==> src/hdl/upc_pkg.sv <==
// Package: register map, field positions and carrier types for the USB status/PHY control block
package upc_pkg;
	localparam logic [7:0] OFS_PID = 8'h2C;
	localparam logic [7:0] OFS_EP = 8'h30;
	localparam logic [7:0] OFS_EP_MASK = 8'h34;
	localparam logic [7:0] OFS_OTG_MASK = 8'h38;
	localparam logic [7:0] OFS_PWR = 8'h3C;
	localparam logic [7:0] OFS_PHY = 8'h40;
	localparam logic [7:0] OFS_IRQ_STAT = 8'h44;
	localparam logic [7:0] OFS_IRQ_EN = 8'h48;
	localparam logic [7:0] OFS_IRQ_CLR = 8'h4C;
	localparam logic [7:0] OFS_LINE = 8'h50;
	localparam int EP_VALID_BIT = 4;
	localparam int PWR_VALID_BIT = 8;
	localparam int PHY_PD_DIS_BIT = 18;
	localparam int PHY_SE0_BIT = 13;
	localparam int PHY_K_BIT = 12;
	localparam int PHY_FILT_LO = 8;
	localparam int PHY_AUTO_BIT = 7;
	localparam int PHY_CFG_LO = 4;
	localparam int IRQ_PKT = 0;
	localparam int IRQ_SE0 = 1;
	localparam int IRQ_K = 2;
	localparam int IRQ_LINE = 3;
	localparam int IRQ_W = 4;
	localparam logic [31:0] RST_ZERO = 32'h0000_0000;
	localparam logic [1:0] LS_SE0 = 2'h0;
	localparam logic [1:0] LS_K = 2'h2;
	localparam logic [4:0] EP_SPECIAL = 5'h10;

	typedef struct packed {
		logic valid;
		logic [3:0] pid;
		logic [3:0] ep;
		logic ep_valid;
	} upc_pkt_t;

	typedef struct packed {
		logic [2:0] cfg_pins;
		logic port_eight_a_pd_en;
		logic port_eight_b_pd_en;
	} upc_xcvr_t;

	typedef enum logic [0:0] {
		ST_AWAKE = 1'b0,
		ST_SUSP = 1'b1
	} upc_state_t;
endpackage : upc_pkg

==> src/hdl/upc_regs.sv <==
// Module: packet capture, endpoint marking, line filter and PHY control registers over APB
// What this block does
// The last received packet identifier is captured into a read-only field reset to zero.
// The last received endpoint number is copied into bits 3:0 of the endpoint register.
// Bit 4 of the endpoint register flags that the captured endpoint is meaningful.
// A 16-bit mask marks endpoints whose value on the receive port is ORed with 0x10.
// Bit 18 of the PHY control register set to 1 turns off the pulldowns of both ports.
// After an automatic resume caused by SE0, bit 13 is set until software writes 0.
// After an automatic resume caused by K, bit 12 is set until software writes 0.
// A line state change is forwarded only after 2 to the power of bits 11:8 cycles.
// Bit 7 lets the suspend controller resume by itself, else software polls the line.
// Bits 6:4 of the PHY control register drive the three transceiver config pins.
// The power signalling register holds a valid bit 8 and a data byte 7:0.
// Reserved bits read as zero and ignore writes.
`timescale 1ns/1ps
module upc_regs
(
	// Clock and reset
	input wire logic clk,
	input wire logic rstn,
	// APB slave
	input wire logic psel,
	input wire logic penable,
	input wire logic pwrite,
	input wire logic [7:0] paddr,
	input wire logic [31:0] pwdata,
	output logic [31:0] prdata,
	output logic pready,
	output logic pslverr,
	// Decoded packets from the receive logic
	input wire upc_pkg::upc_pkt_t pkt,
	// Receive port endpoint
	output logic [4:0] rx_ep_data,
	output logic rx_ep_stb,
	// Transceiver
	input wire logic [1:0] line_state_pin,
	output logic [1:0] line_state_filt,
	output upc_pkg::upc_xcvr_t xcvr,
	// Suspend control
	input wire logic suspend_req,
	input wire logic wake_req,
	output logic suspended,
	output logic auto_resume,
	// Plain register outputs
	output logic [31:0] otg_flag_mask,
	output logic [8:0] power_signal,
	// Interrupt
	output logic irq
);
	logic [3:0] pid_r;
	logic [4:0] ep_r;
	logic [15:0] ep_mask_r;
	logic [31:0] otg_mask_r;
	logic [8:0] pwr_r;
	logic pd_dis_r, se0_r, k_r, auto_en_r;
	logic [3:0] filt_log_r;
	logic [2:0] cfg_r;
	logic [upc_pkg::IRQ_W-1:0] stat_r, en_r;
	logic [1:0] ls_s1_r, ls_s2_r, cand_r, filt_r;
	logic [15:0] cnt_r;
	logic [4:0] rx_ep_r;
	logic rx_stb_r, resume_r;
	logic [31:0] rdata_r;
	logic err_r;
	upc_pkg::upc_state_t state_r, state_nxt;

	// Address decode
	wire setup = psel & ~penable;
	wire access = psel & penable;
	wire hit_pid = paddr == upc_pkg::OFS_PID;
	wire hit_ep = paddr == upc_pkg::OFS_EP;
	wire hit_mask = paddr == upc_pkg::OFS_EP_MASK;
	wire hit_otg = paddr == upc_pkg::OFS_OTG_MASK;
	wire hit_pwr = paddr == upc_pkg::OFS_PWR;
	wire hit_phy = paddr == upc_pkg::OFS_PHY;
	wire hit_stat = paddr == upc_pkg::OFS_IRQ_STAT;
	wire hit_en = paddr == upc_pkg::OFS_IRQ_EN;
	wire hit_clr = paddr == upc_pkg::OFS_IRQ_CLR;
	wire hit_line = paddr == upc_pkg::OFS_LINE;
	wire mapped = hit_pid | hit_ep | hit_mask | hit_otg | hit_pwr | hit_phy | hit_stat
		| hit_en | hit_clr | hit_line;
	wire wr = access & pwrite & mapped;
	wire wr_mask = wr & hit_mask;
	wire wr_otg = wr & hit_otg;
	wire wr_pwr = wr & hit_pwr;
	wire wr_phy = wr & hit_phy;
	wire wr_en = wr & hit_en;
	wire wr_clr = wr & hit_clr;

	// Read words; unnamed bits stay zero
	wire [31:0] phy_word = {13'h0000, pd_dis_r, 4'h0, se0_r, k_r, filt_log_r, auto_en_r,
		cfg_r, 4'h0};
	wire [31:0] rd_mux =
		hit_pid ? {28'h0000000, pid_r} :
		hit_ep ? {27'h0000000, ep_r} :
		hit_mask ? {16'h0000, ep_mask_r} :
		hit_otg ? otg_mask_r :
		hit_pwr ? {23'h000000, pwr_r} :
		hit_phy ? phy_word :
		hit_stat ? {28'h0000000, stat_r} :
		hit_en ? {28'h0000000, en_r} :
		hit_line ? {29'h00000000, suspended, filt_r} :
		32'h0000_0000;

	// Read data sampled in setup so it comes from a flop during access
	always_ff @(posedge clk or negedge rstn)
	begin
		if (!rstn)
		begin
			rdata_r <= upc_pkg::RST_ZERO;
			err_r <= 1'b0;
		end
		else if (setup)
		begin
			rdata_r <= pwrite ? upc_pkg::RST_ZERO : rd_mux;
			err_r <= ~mapped;
		end
	end
	assign prdata = rdata_r;
	assign pslverr = access & err_r;
	assign pready = access;

	// Packet capture and receive port marking
	wire special = ep_mask_r[pkt.ep];
	always_ff @(posedge clk or negedge rstn)
	begin
		if (!rstn)
		begin
			pid_r <= 4'h0;
			ep_r <= 5'h00;
			rx_ep_r <= 5'h00;
			rx_stb_r <= 1'b0;
		end
		else
		begin
			rx_stb_r <= pkt.valid;
			if (pkt.valid)
			begin
				pid_r <= pkt.pid;
				ep_r <= {pkt.ep_valid, pkt.ep};
				rx_ep_r <= {1'b0, pkt.ep} | (special ? upc_pkg::EP_SPECIAL : 5'h00);
			end
		end
	end
	assign rx_ep_data = rx_ep_r;
	assign rx_ep_stb = rx_stb_r;

	// Writable registers
	always_ff @(posedge clk or negedge rstn)
	begin
		if (!rstn)
		begin
			ep_mask_r <= 16'h0000;
			otg_mask_r <= upc_pkg::RST_ZERO;
			pwr_r <= 9'h000;
			pd_dis_r <= 1'b0;
			filt_log_r <= 4'h0;
			auto_en_r <= 1'b0;
			cfg_r <= 3'h0;
			en_r <= 4'h0;
		end
		else
		begin
			if (wr_mask)
				ep_mask_r <= pwdata[15:0];
			if (wr_otg)
				otg_mask_r <= pwdata;
			if (wr_pwr)
				pwr_r <= pwdata[upc_pkg::PWR_VALID_BIT:0];
			if (wr_en)
				en_r <= pwdata[upc_pkg::IRQ_W-1:0];
			if (wr_phy)
			begin
				pd_dis_r <= pwdata[upc_pkg::PHY_PD_DIS_BIT];
				filt_log_r <= pwdata[upc_pkg::PHY_FILT_LO +: 4];
				auto_en_r <= pwdata[upc_pkg::PHY_AUTO_BIT];
				cfg_r <= pwdata[upc_pkg::PHY_CFG_LO +: 3];
			end
		end
	end
	assign otg_flag_mask = otg_mask_r;
	assign power_signal = pwr_r;
	assign xcvr = {cfg_r, ~pd_dis_r, ~pd_dis_r};

	// Line state filter; restarts whenever the input moves again
	// Shortening the length mid-count lets the counter run on to its wrap
	wire [15:0] limit = (16'h0001 << filt_log_r) - 16'h0001;
	wire ls_moved = ls_s2_r != cand_r;
	wire ls_pend = cand_r != filt_r;
	wire ls_take = ~ls_moved & ls_pend & (cnt_r == limit);
	always_ff @(posedge clk or negedge rstn)
	begin
		if (!rstn)
		begin
			ls_s1_r <= 2'h0;
			ls_s2_r <= 2'h0;
			cand_r <= 2'h0;
			filt_r <= 2'h0;
			cnt_r <= 16'h0000;
		end
		else
		begin
			ls_s1_r <= line_state_pin;
			ls_s2_r <= ls_s1_r;
			if (ls_moved)
			begin
				cand_r <= ls_s2_r;
				cnt_r <= 16'h0000;
			end
			else if (ls_take)
			begin
				filt_r <= cand_r;
				cnt_r <= 16'h0000;
			end
			else if (ls_pend)
				cnt_r <= cnt_r + 16'h0001;
		end
	end
	assign line_state_filt = filt_r;

	// Suspend controller
	wire auto_se0 = (state_r == upc_pkg::ST_SUSP) & auto_en_r & (filt_r == upc_pkg::LS_SE0);
	wire auto_k = (state_r == upc_pkg::ST_SUSP) & auto_en_r & (filt_r == upc_pkg::LS_K);
	always_comb
	begin
		state_nxt = state_r;
		case (state_r)
			upc_pkg::ST_AWAKE:
				if (suspend_req)
					state_nxt = upc_pkg::ST_SUSP;
			upc_pkg::ST_SUSP:
				if (auto_se0 | auto_k | wake_req)
					state_nxt = upc_pkg::ST_AWAKE;
			default:
				state_nxt = upc_pkg::ST_AWAKE;
		endcase
	end

	// Cause flags: a hardware set beats a software clear in the same cycle
	always_ff @(posedge clk or negedge rstn)
	begin
		if (!rstn)
		begin
			state_r <= upc_pkg::ST_AWAKE;
			se0_r <= 1'b0;
			k_r <= 1'b0;
			resume_r <= 1'b0;
		end
		else
		begin
			state_r <= state_nxt;
			resume_r <= auto_se0 | auto_k;
			se0_r <= auto_se0 | (se0_r & ~(wr_phy & ~pwdata[upc_pkg::PHY_SE0_BIT]));
			k_r <= auto_k | (k_r & ~(wr_phy & ~pwdata[upc_pkg::PHY_K_BIT]));
		end
	end
	assign suspended = state_r == upc_pkg::ST_SUSP;
	assign auto_resume = resume_r;

	// Interrupt status, sticky until cleared by writing 1
	wire [upc_pkg::IRQ_W-1:0] ev = {ls_take, auto_k, auto_se0, pkt.valid};
	wire [upc_pkg::IRQ_W-1:0] clr = wr_clr ? pwdata[upc_pkg::IRQ_W-1:0] : 4'h0;
	always_ff @(posedge clk or negedge rstn)
	begin
		if (!rstn)
			stat_r <= 4'h0;
		else
			stat_r <= ev | (stat_r & ~clr);
	end
	assign irq = |(stat_r & en_r);
endmodule : upc_regs

==> config.mk <==
export PLATFORM = sky130hd
export DESIGN_NAME = upc_regs
export DESIGN_NICKNAME = d
export VERILOG_FILES = /design/src/hdl/upc_pkg.sv /design/src/hdl/upc_regs.sv
export SDC_FILE = /design/constraint.sdc
export NUM_CORES = 1
export LEC_CHECK = 0
export BUFFER_PORTS_ARGS = -buffer_cell sky130_fd_sc_hd__buf_2
export CORE_UTILIZATION = 45
export CTS_BUF_LIST = sky130_fd_sc_hd__clkbuf_8
export DETAILED_ROUTE_END_ITERATION = 8
export PLACE_DENSITY = 0.68
export SYNTH_ARGS = -nofsm -noshare
export SYNTH_HDL_FRONTEND = slang
export SYNTH_SLANG_ARGS = --single-unit
==> constraint.sdc <==
create_clock -name clk -period 3.2 [get_ports clk]
set_clock_uncertainty 0.1 [all_clocks]
set_input_delay 0.64 -clock clk [delete_from_list [all_inputs] [get_ports clk]]
set_output_delay 0.64 -clock clk [all_outputs]
set_load 0.02 [all_outputs]
-- Yosys cells after proc, flatten, opt, wreduce, memory -nomap -nowiden
Cells that the tools add are included.
- $add $sub $neg: 2
- bitwise logic cells: 47
- equality and inequality tests: 14
- reduce and logical (&&, ||, !) cells: 4
- $lt $le $gt $ge: 1
- mux-type cells: 20
- shifts and indexed selects: 1
- operators by type and width (operator ; count):
    32-bit two-way mux ; 5
    16-bit two-way mux ; 3
    8-bit by 6-bit equality test with 1-bit output (second input constant) ; 5
    8-bit by 7-bit equality test with 1-bit output (second input constant) ; 5
    19-bit two-way mux ; 2
    1-bit AND ; 20
    16-bit by 1-bit adder with 16-bit output (second input constant) ; 1
    16-bit equality test ; 1
    1-bit by 4-bit << shifter with 16-bit output (first input constant) ; 1
    16-bit by 1-bit subtractor with 16-bit output (second input constant) ; 1
    1-bit bitwise OR ; 13
    4-bit two-way mux ; 3
    1-bit inverter ; 9
    4-bit AND ; 2
    4-bit by 5-bit less-than comparator with 1-bit output (second input constant) ; 1
    5-bit two-way mux ; 1
    4-bit by 5-bit bitwise OR with 5-bit output ; 1
    1-bit binary-select mux with 4-bit select ; 1
    2-bit != test ; 2
    4-bit inverter ; 1
    4-bit bitwise OR ; 1
    4-bit OR reduction ; 1
    1-bit two-way mux ; 3
    3-bit two-way mux ; 1
    other kinds (5) ; 5
- bits in registers: 150
- word-level logic and storage cells: 113
- output and inout bits: 91

-- Depth between registers and ports, before layout
- depth in word-level cells: 16
- gate-level depth with buffers: 14

-- Least setup slack after synthesis
No wires, ideal clock.
- path type: reg2reg
- start point: reg filt_log_r[3]
- end point: reg filt_r[0] (netlist: line_state_filt[0])
- stages on the path, launching flop included: 14
- buffers on the path: 3
- arrival time: 2.649 ns
- path slack: 0.326 ns
- setup time: 0.125 ns
- data required time: 2.975 ns
- cells stage by stage: dfrtp_1 -> buf_2 -> buf_2 -> inv_1 -> nand3_1 -> ha_1 -> buf_4 -> nor3b_1 -> a2bb2oi_2 -> xnor2_1 -> nor4_4 -> and2_4 -> nand2_2 -> mux2_4
- cells in the longest elaborated chain, start to end: 5
- RTL lines (item ; RTL line ; text):
    from (decl) ; upc_regs.sv:56 ; logic [3:0] filt_log_r;
    from (signal assigned) ; upc_regs.sv:175 ; filt_log_r <= pwdata[upc_pkg::PHY_FILT_LO +: 4];
    1-bit by 4-bit << shifter with 16-bit output ; upc_regs.sv:187 ; wire [15:0] limit = (16'h0001 << filt_log_r) - 16'h0001;
    16-bit by 1-bit subtractor with 16-bit output ; upc_regs.sv:187 ;
    16-bit equality test ; upc_regs.sv:190 ; wire ls_take = ~ls_moved & ls_pend & (cnt_r == limit);
    1-bit AND ; upc_regs.sv:190 ;
    2-bit AND reduction (no line) ; - ;
    to (signal assigned) ; upc_regs.sv:212 ; filt_r <= cand_r;
    to (decl) ; upc_regs.sv:59 ; logic [1:0] ls_s1_r, ls_s2_r, cand_r, filt_r;
No other way between the ends.
A chain may end at the register's enable or synchronous reset.

-- Worst setup path in the final report
- start point: reg filt_log_r[0]
- end point: reg cnt_r[6]
- cells in the longest elaborated chain, start to end: 6
- elaborated cells between the ends (all ways): 7
- those cells by class: add/sub: 1; eq/ne: 1; shift: 1; mux: 2; bitwise: 1; reduce/logical: 1
- RTL lines (item ; RTL line ; text):
    1-bit by 4-bit << shifter with 16-bit output * ; upc_regs.sv:187 ;
    16-bit by 1-bit subtractor with 16-bit output * ; upc_regs.sv:187 ;
    16-bit equality test * ; upc_regs.sv:190 ;
    1-bit AND * ; upc_regs.sv:190 ;
    16-bit two-way mux ; upc_regs.sv:210 ; else if (ls_take)
    16-bit two-way mux ; upc_regs.sv:205 ; if (ls_moved)
    to (signal assigned) ; upc_regs.sv:216 ; cnt_r <= cnt_r + 16'h0001;
    to (decl) ; upc_regs.sv:60 ; logic [15:0] cnt_r;
Every way passes the cells marked *; elsewhere a longest branch is shown, timed or not.

==> impl_metrics.json <==
{
  "status": "complete, no violations",
  "antenna_cells": 0,
  "post_cts.repair.setup_buffers": 0,
  "required_ns": 3.50,
  "rsz0062_at_grt": "false",
  "wl_per_cell_um": 19.0,
  "fin_setup_tns_ns": 0,
  "numPortBuffers": 149,
  "p_total_mw": 3.73,
  "synth_top_area_cell": "dfrtp_1",
  "clockBufferDepth": 2,
  "m1WireLength_mm": 8.44,
  "cts-root-buf": "clkbuf_8",
  "die_h_um": 128,
  "synthTopCellsByCount": "dfrtp_1 (146), mux2_2 (78), nand2_1 (52)",
  "dr_wl_met3_mm": 1.15,
  "syn_area_mm2": 0.00716,
  "netlist_top_cells_area": "dfrtp_1 (51%), mux2_2 (12%), a22o_1 (4.3%)",
  "endpoint_kind": "flip-flop",
  "synth-seq-cells": 146,
  "postRouteAntennaNets": 0,
  "core_area_mm2": 0.0154,
  "dieArea_mm2": 0.0164,
  "cell_internal_pwr_mw": 2.71,
  "yosysSeqAreaShare_pct": 51.0,
  "pwr-share-comb_pct": 8.9,
  "cts_tree": "built",
  "area_growth_syn_to_layout_pct": 19.3,
  "reg2reg_depth": 9,
  "viasPerCell": 5.75,
  "drv_slew": 0,
  "cts_made_buffers": 17,
  "drtPass1Iterations": 5,
  "crit_arrival_ns": 3.24,
  "post-route-min-period_ns": 2.95,
  "antenna_found_initial": 0,
  "cts_hold_buf": 0,
  "yosys.area_share.simple_pct": 13.2,
  "synth.top_cell.area_share_pct": 51.0,
  "avgSynthCellArea_um2": 11.5,
  "synth_cells": 623,
  "drt_wl_total_mm": 18.9,
  "max_freq_ghz": 0.340,
  "initial_core_util_pct": 46.6,
  "final_net_count": 830,
  "yosysWarnings": 0,
  "finalCritPeriodShare_pct": 92.0,
  "r2r_start": "filt_log_r[0]",
  "worst_slack_ns": 0.255,
  "grt-ovfl-total": 0,
  "grtUsageTotal_pct": 23.7,
  "synth-compound-area-share_pct": 14.4,
  "multi_input_area_mm2": 0.00326,
  "grt_max_degree": 95,
  "setup_viol": 0,
  "drcViolationCount": 0,
  "ios": 150,
  "ff2ff_setup_slack_ns": 0.25,
  "grt_pass1_vias": 5450,
  "hpwl_mm": 13.6,
  "tightestPinTransition_ns": 1.09,
  "synth_edf_count": 0,
  "holdWs_ns": 0.0888,
  "cts_num_sinks": 146,
  "irDropWorstVdd_mv": 0.263,
  "syn-num-nets": 684,
  "vias": 5705,
  "seqCellArea_mm2": 0.00365,
  "h-tree-depth": 4,
  "drive_above_1_share_pct": 39.5,
  "synth-xor-area-share_pct": 1.94,
  "ys_async_sr_fraction_pct": 100,
  "clock_insertion_delay_worst_skew_ns": 0.45,
  "highest_layer": "met4",
  "critPathMaxFanout": 17,
  "muxShareOfSynthArea_pct": 15.5,
  "switching_power_mw": 1.02,
  "gp_congestion": 0.902,
  "regToRegEndpoint": "cnt_r[6]",
  "power_density_mw_per_mm2": 437,
  "finalHoldViolCount": 0,
  "startpoint_type": "flip-flop",
  "synth_ff_type": "dfrtp_1",
  "met2_length_mm": 8.94,
  "drv_cap": 0,
  "slew-limit-headroom_pct": 27.1,
  "synth_cell_type_count": 73,
  "cts_resized": 0,
  "share_seq_of_total_power_pct": 52.0,
  "die_w_um": 128,
  "crit_type": "reg2reg",
  "clkPwrFrac_pct": 39.1,
  "first_iter_violations": 447,
  "nFillCells": 1332,
  "p_sw_share_pct": 27.5,
  "yosysMostFrequentCell": "dfrtp_1",
  "synth_top_family_by_area": "multiplexers",
  "path_clk_slew_ns": 0.09,
  "grt_pass1_wl_mm": 29.8,
  "yosys.area_share.adder_pct": 0.350,
  "leakage_nw": 4.23,
  "min_path_type": "in2async",
  "std_cell_rows": 45,
  "place_ws_ns": 0.280
}
[power by group through the flow]
stage	Sequential, mW	Combinational (mW)	Clock, mW
5_1_grt	1.95	0.361	1.54
4_1_cts	1.94	0.335	1.47
3_3_place_gp	1.98	0.325	0
6_report	1.94	0.332	1.46
3_5_place_dp	1.98	0.334	0
2_1_floorplan	1.97	0.170	0
[kinds of logic after synthesis]
group,Yosys count
buf+inv,52
flops,146
fa+ha+maj,2
mux,94
compound gates,139
simple gates,175
xor+xnor,15
[through the flow]
stage	std cells	instance area, um^2	utilization, %
floorplan	623	7160	-
CTS	993	8540	55.5
global placement	961	8140	53.0
detailed placement	961	8140	53.0
global route	993	8540	55.5
finish	993	8540	55.5
[state kept, by name (all words and copies together), names as in the netlist, 2 cells and up]
name / count
otg_flag_mask: 32
cand_r: 2
prdata: 32
ep_mask_r: 16
cnt_r: 16
ep_r: 5
stat_r: 4
ls_s2_r: 2
power_signal: 9
cfg_r: 3
ls_s1_r: 2
pid_r: 4
en_r: 4
line_state_filt: 2
filt_log_r: 4
[area by class of cell]
| class | instances | area share, % |
|---|---|---|
| Tap cell | 211 | 3.09 |
| Inverter | 9 | 0.396 |
| Clock buffer | 20 | 3.22 |
| Sequential cell | 146 | 42.8 |
| Timing Repair Buffer | 170 | 10.9 |
| Multi-Input combinational cell | 425 | 38.2 |
| Clock inverter | 12 | 1.39 |
[per-layer routing]
metal,vias to the layer above,GRT usage [%]
met5,-,0
li1,2588,-
met4,0,8.24
met2,229,37.1
met1,2860,32.6
met3,28,5.30
[worst max-delay path by stage]
stage	from	to	slack, ns	cells past startpoint
CTS	filt_log_r[0]	cnt_r[6]	0.29	9
finish	filt_log_r[0]	cnt_r[6]	0.25	9
detailed placement	filt_log_r[3]	cnt_r[6]	0.28	11
global placement	filt_log_r[0]	cnt_r[6]	0.36	11
floorplan	filt_log_r[3]	line_state_filt[0]	0.33	13
global route	filt_log_r[3]	cnt_r[12]	0.09	10
[layout by cell type (no fill, tap or decap), types with 4 or more instances in the layout]
cell      Yosys  final
nand2b_1      7      7
a211oi_1      5      5
nor3_1        8      8
mux4_2        5      5
o311ai_1      4      4
dfrtp_1     146    146
nand3_1      26     26
nand2_1      52     52
a22oi_1      16     16
o21ai_0      25     25
a22o_1       35     35
buf_4         8     19
o22ai_1       4      4
xor2_1        8      8
xnor2_1       6      6
o21ai_1       5      5
a21oi_1      13     13
nor2_1       25     24
buf_2        10    148
or2_2         4      4
and3_1        7      7
clkbuf_8      0     20
inv_1         9     10
mux2_2       78     78
inv_6         0      6
mux2i_1       8      8
or3_1         6      6
nor3_2        4      4
nor2b_1       7      7
[worst max-delay path: stages, from the launching register on]
cell,delay (ns)
dfrtp_1,0.53
nand3_1,0.12
ha_1,0.31
nor4b_1,0.31
a221oi_1,0.14
a211oi_1,0.34
nor4_2,0.11
a21oi_2,0.57
and3_1,0.26
a221o_1,0.11
No activity file was read; power rests on OpenSTA's default activity.
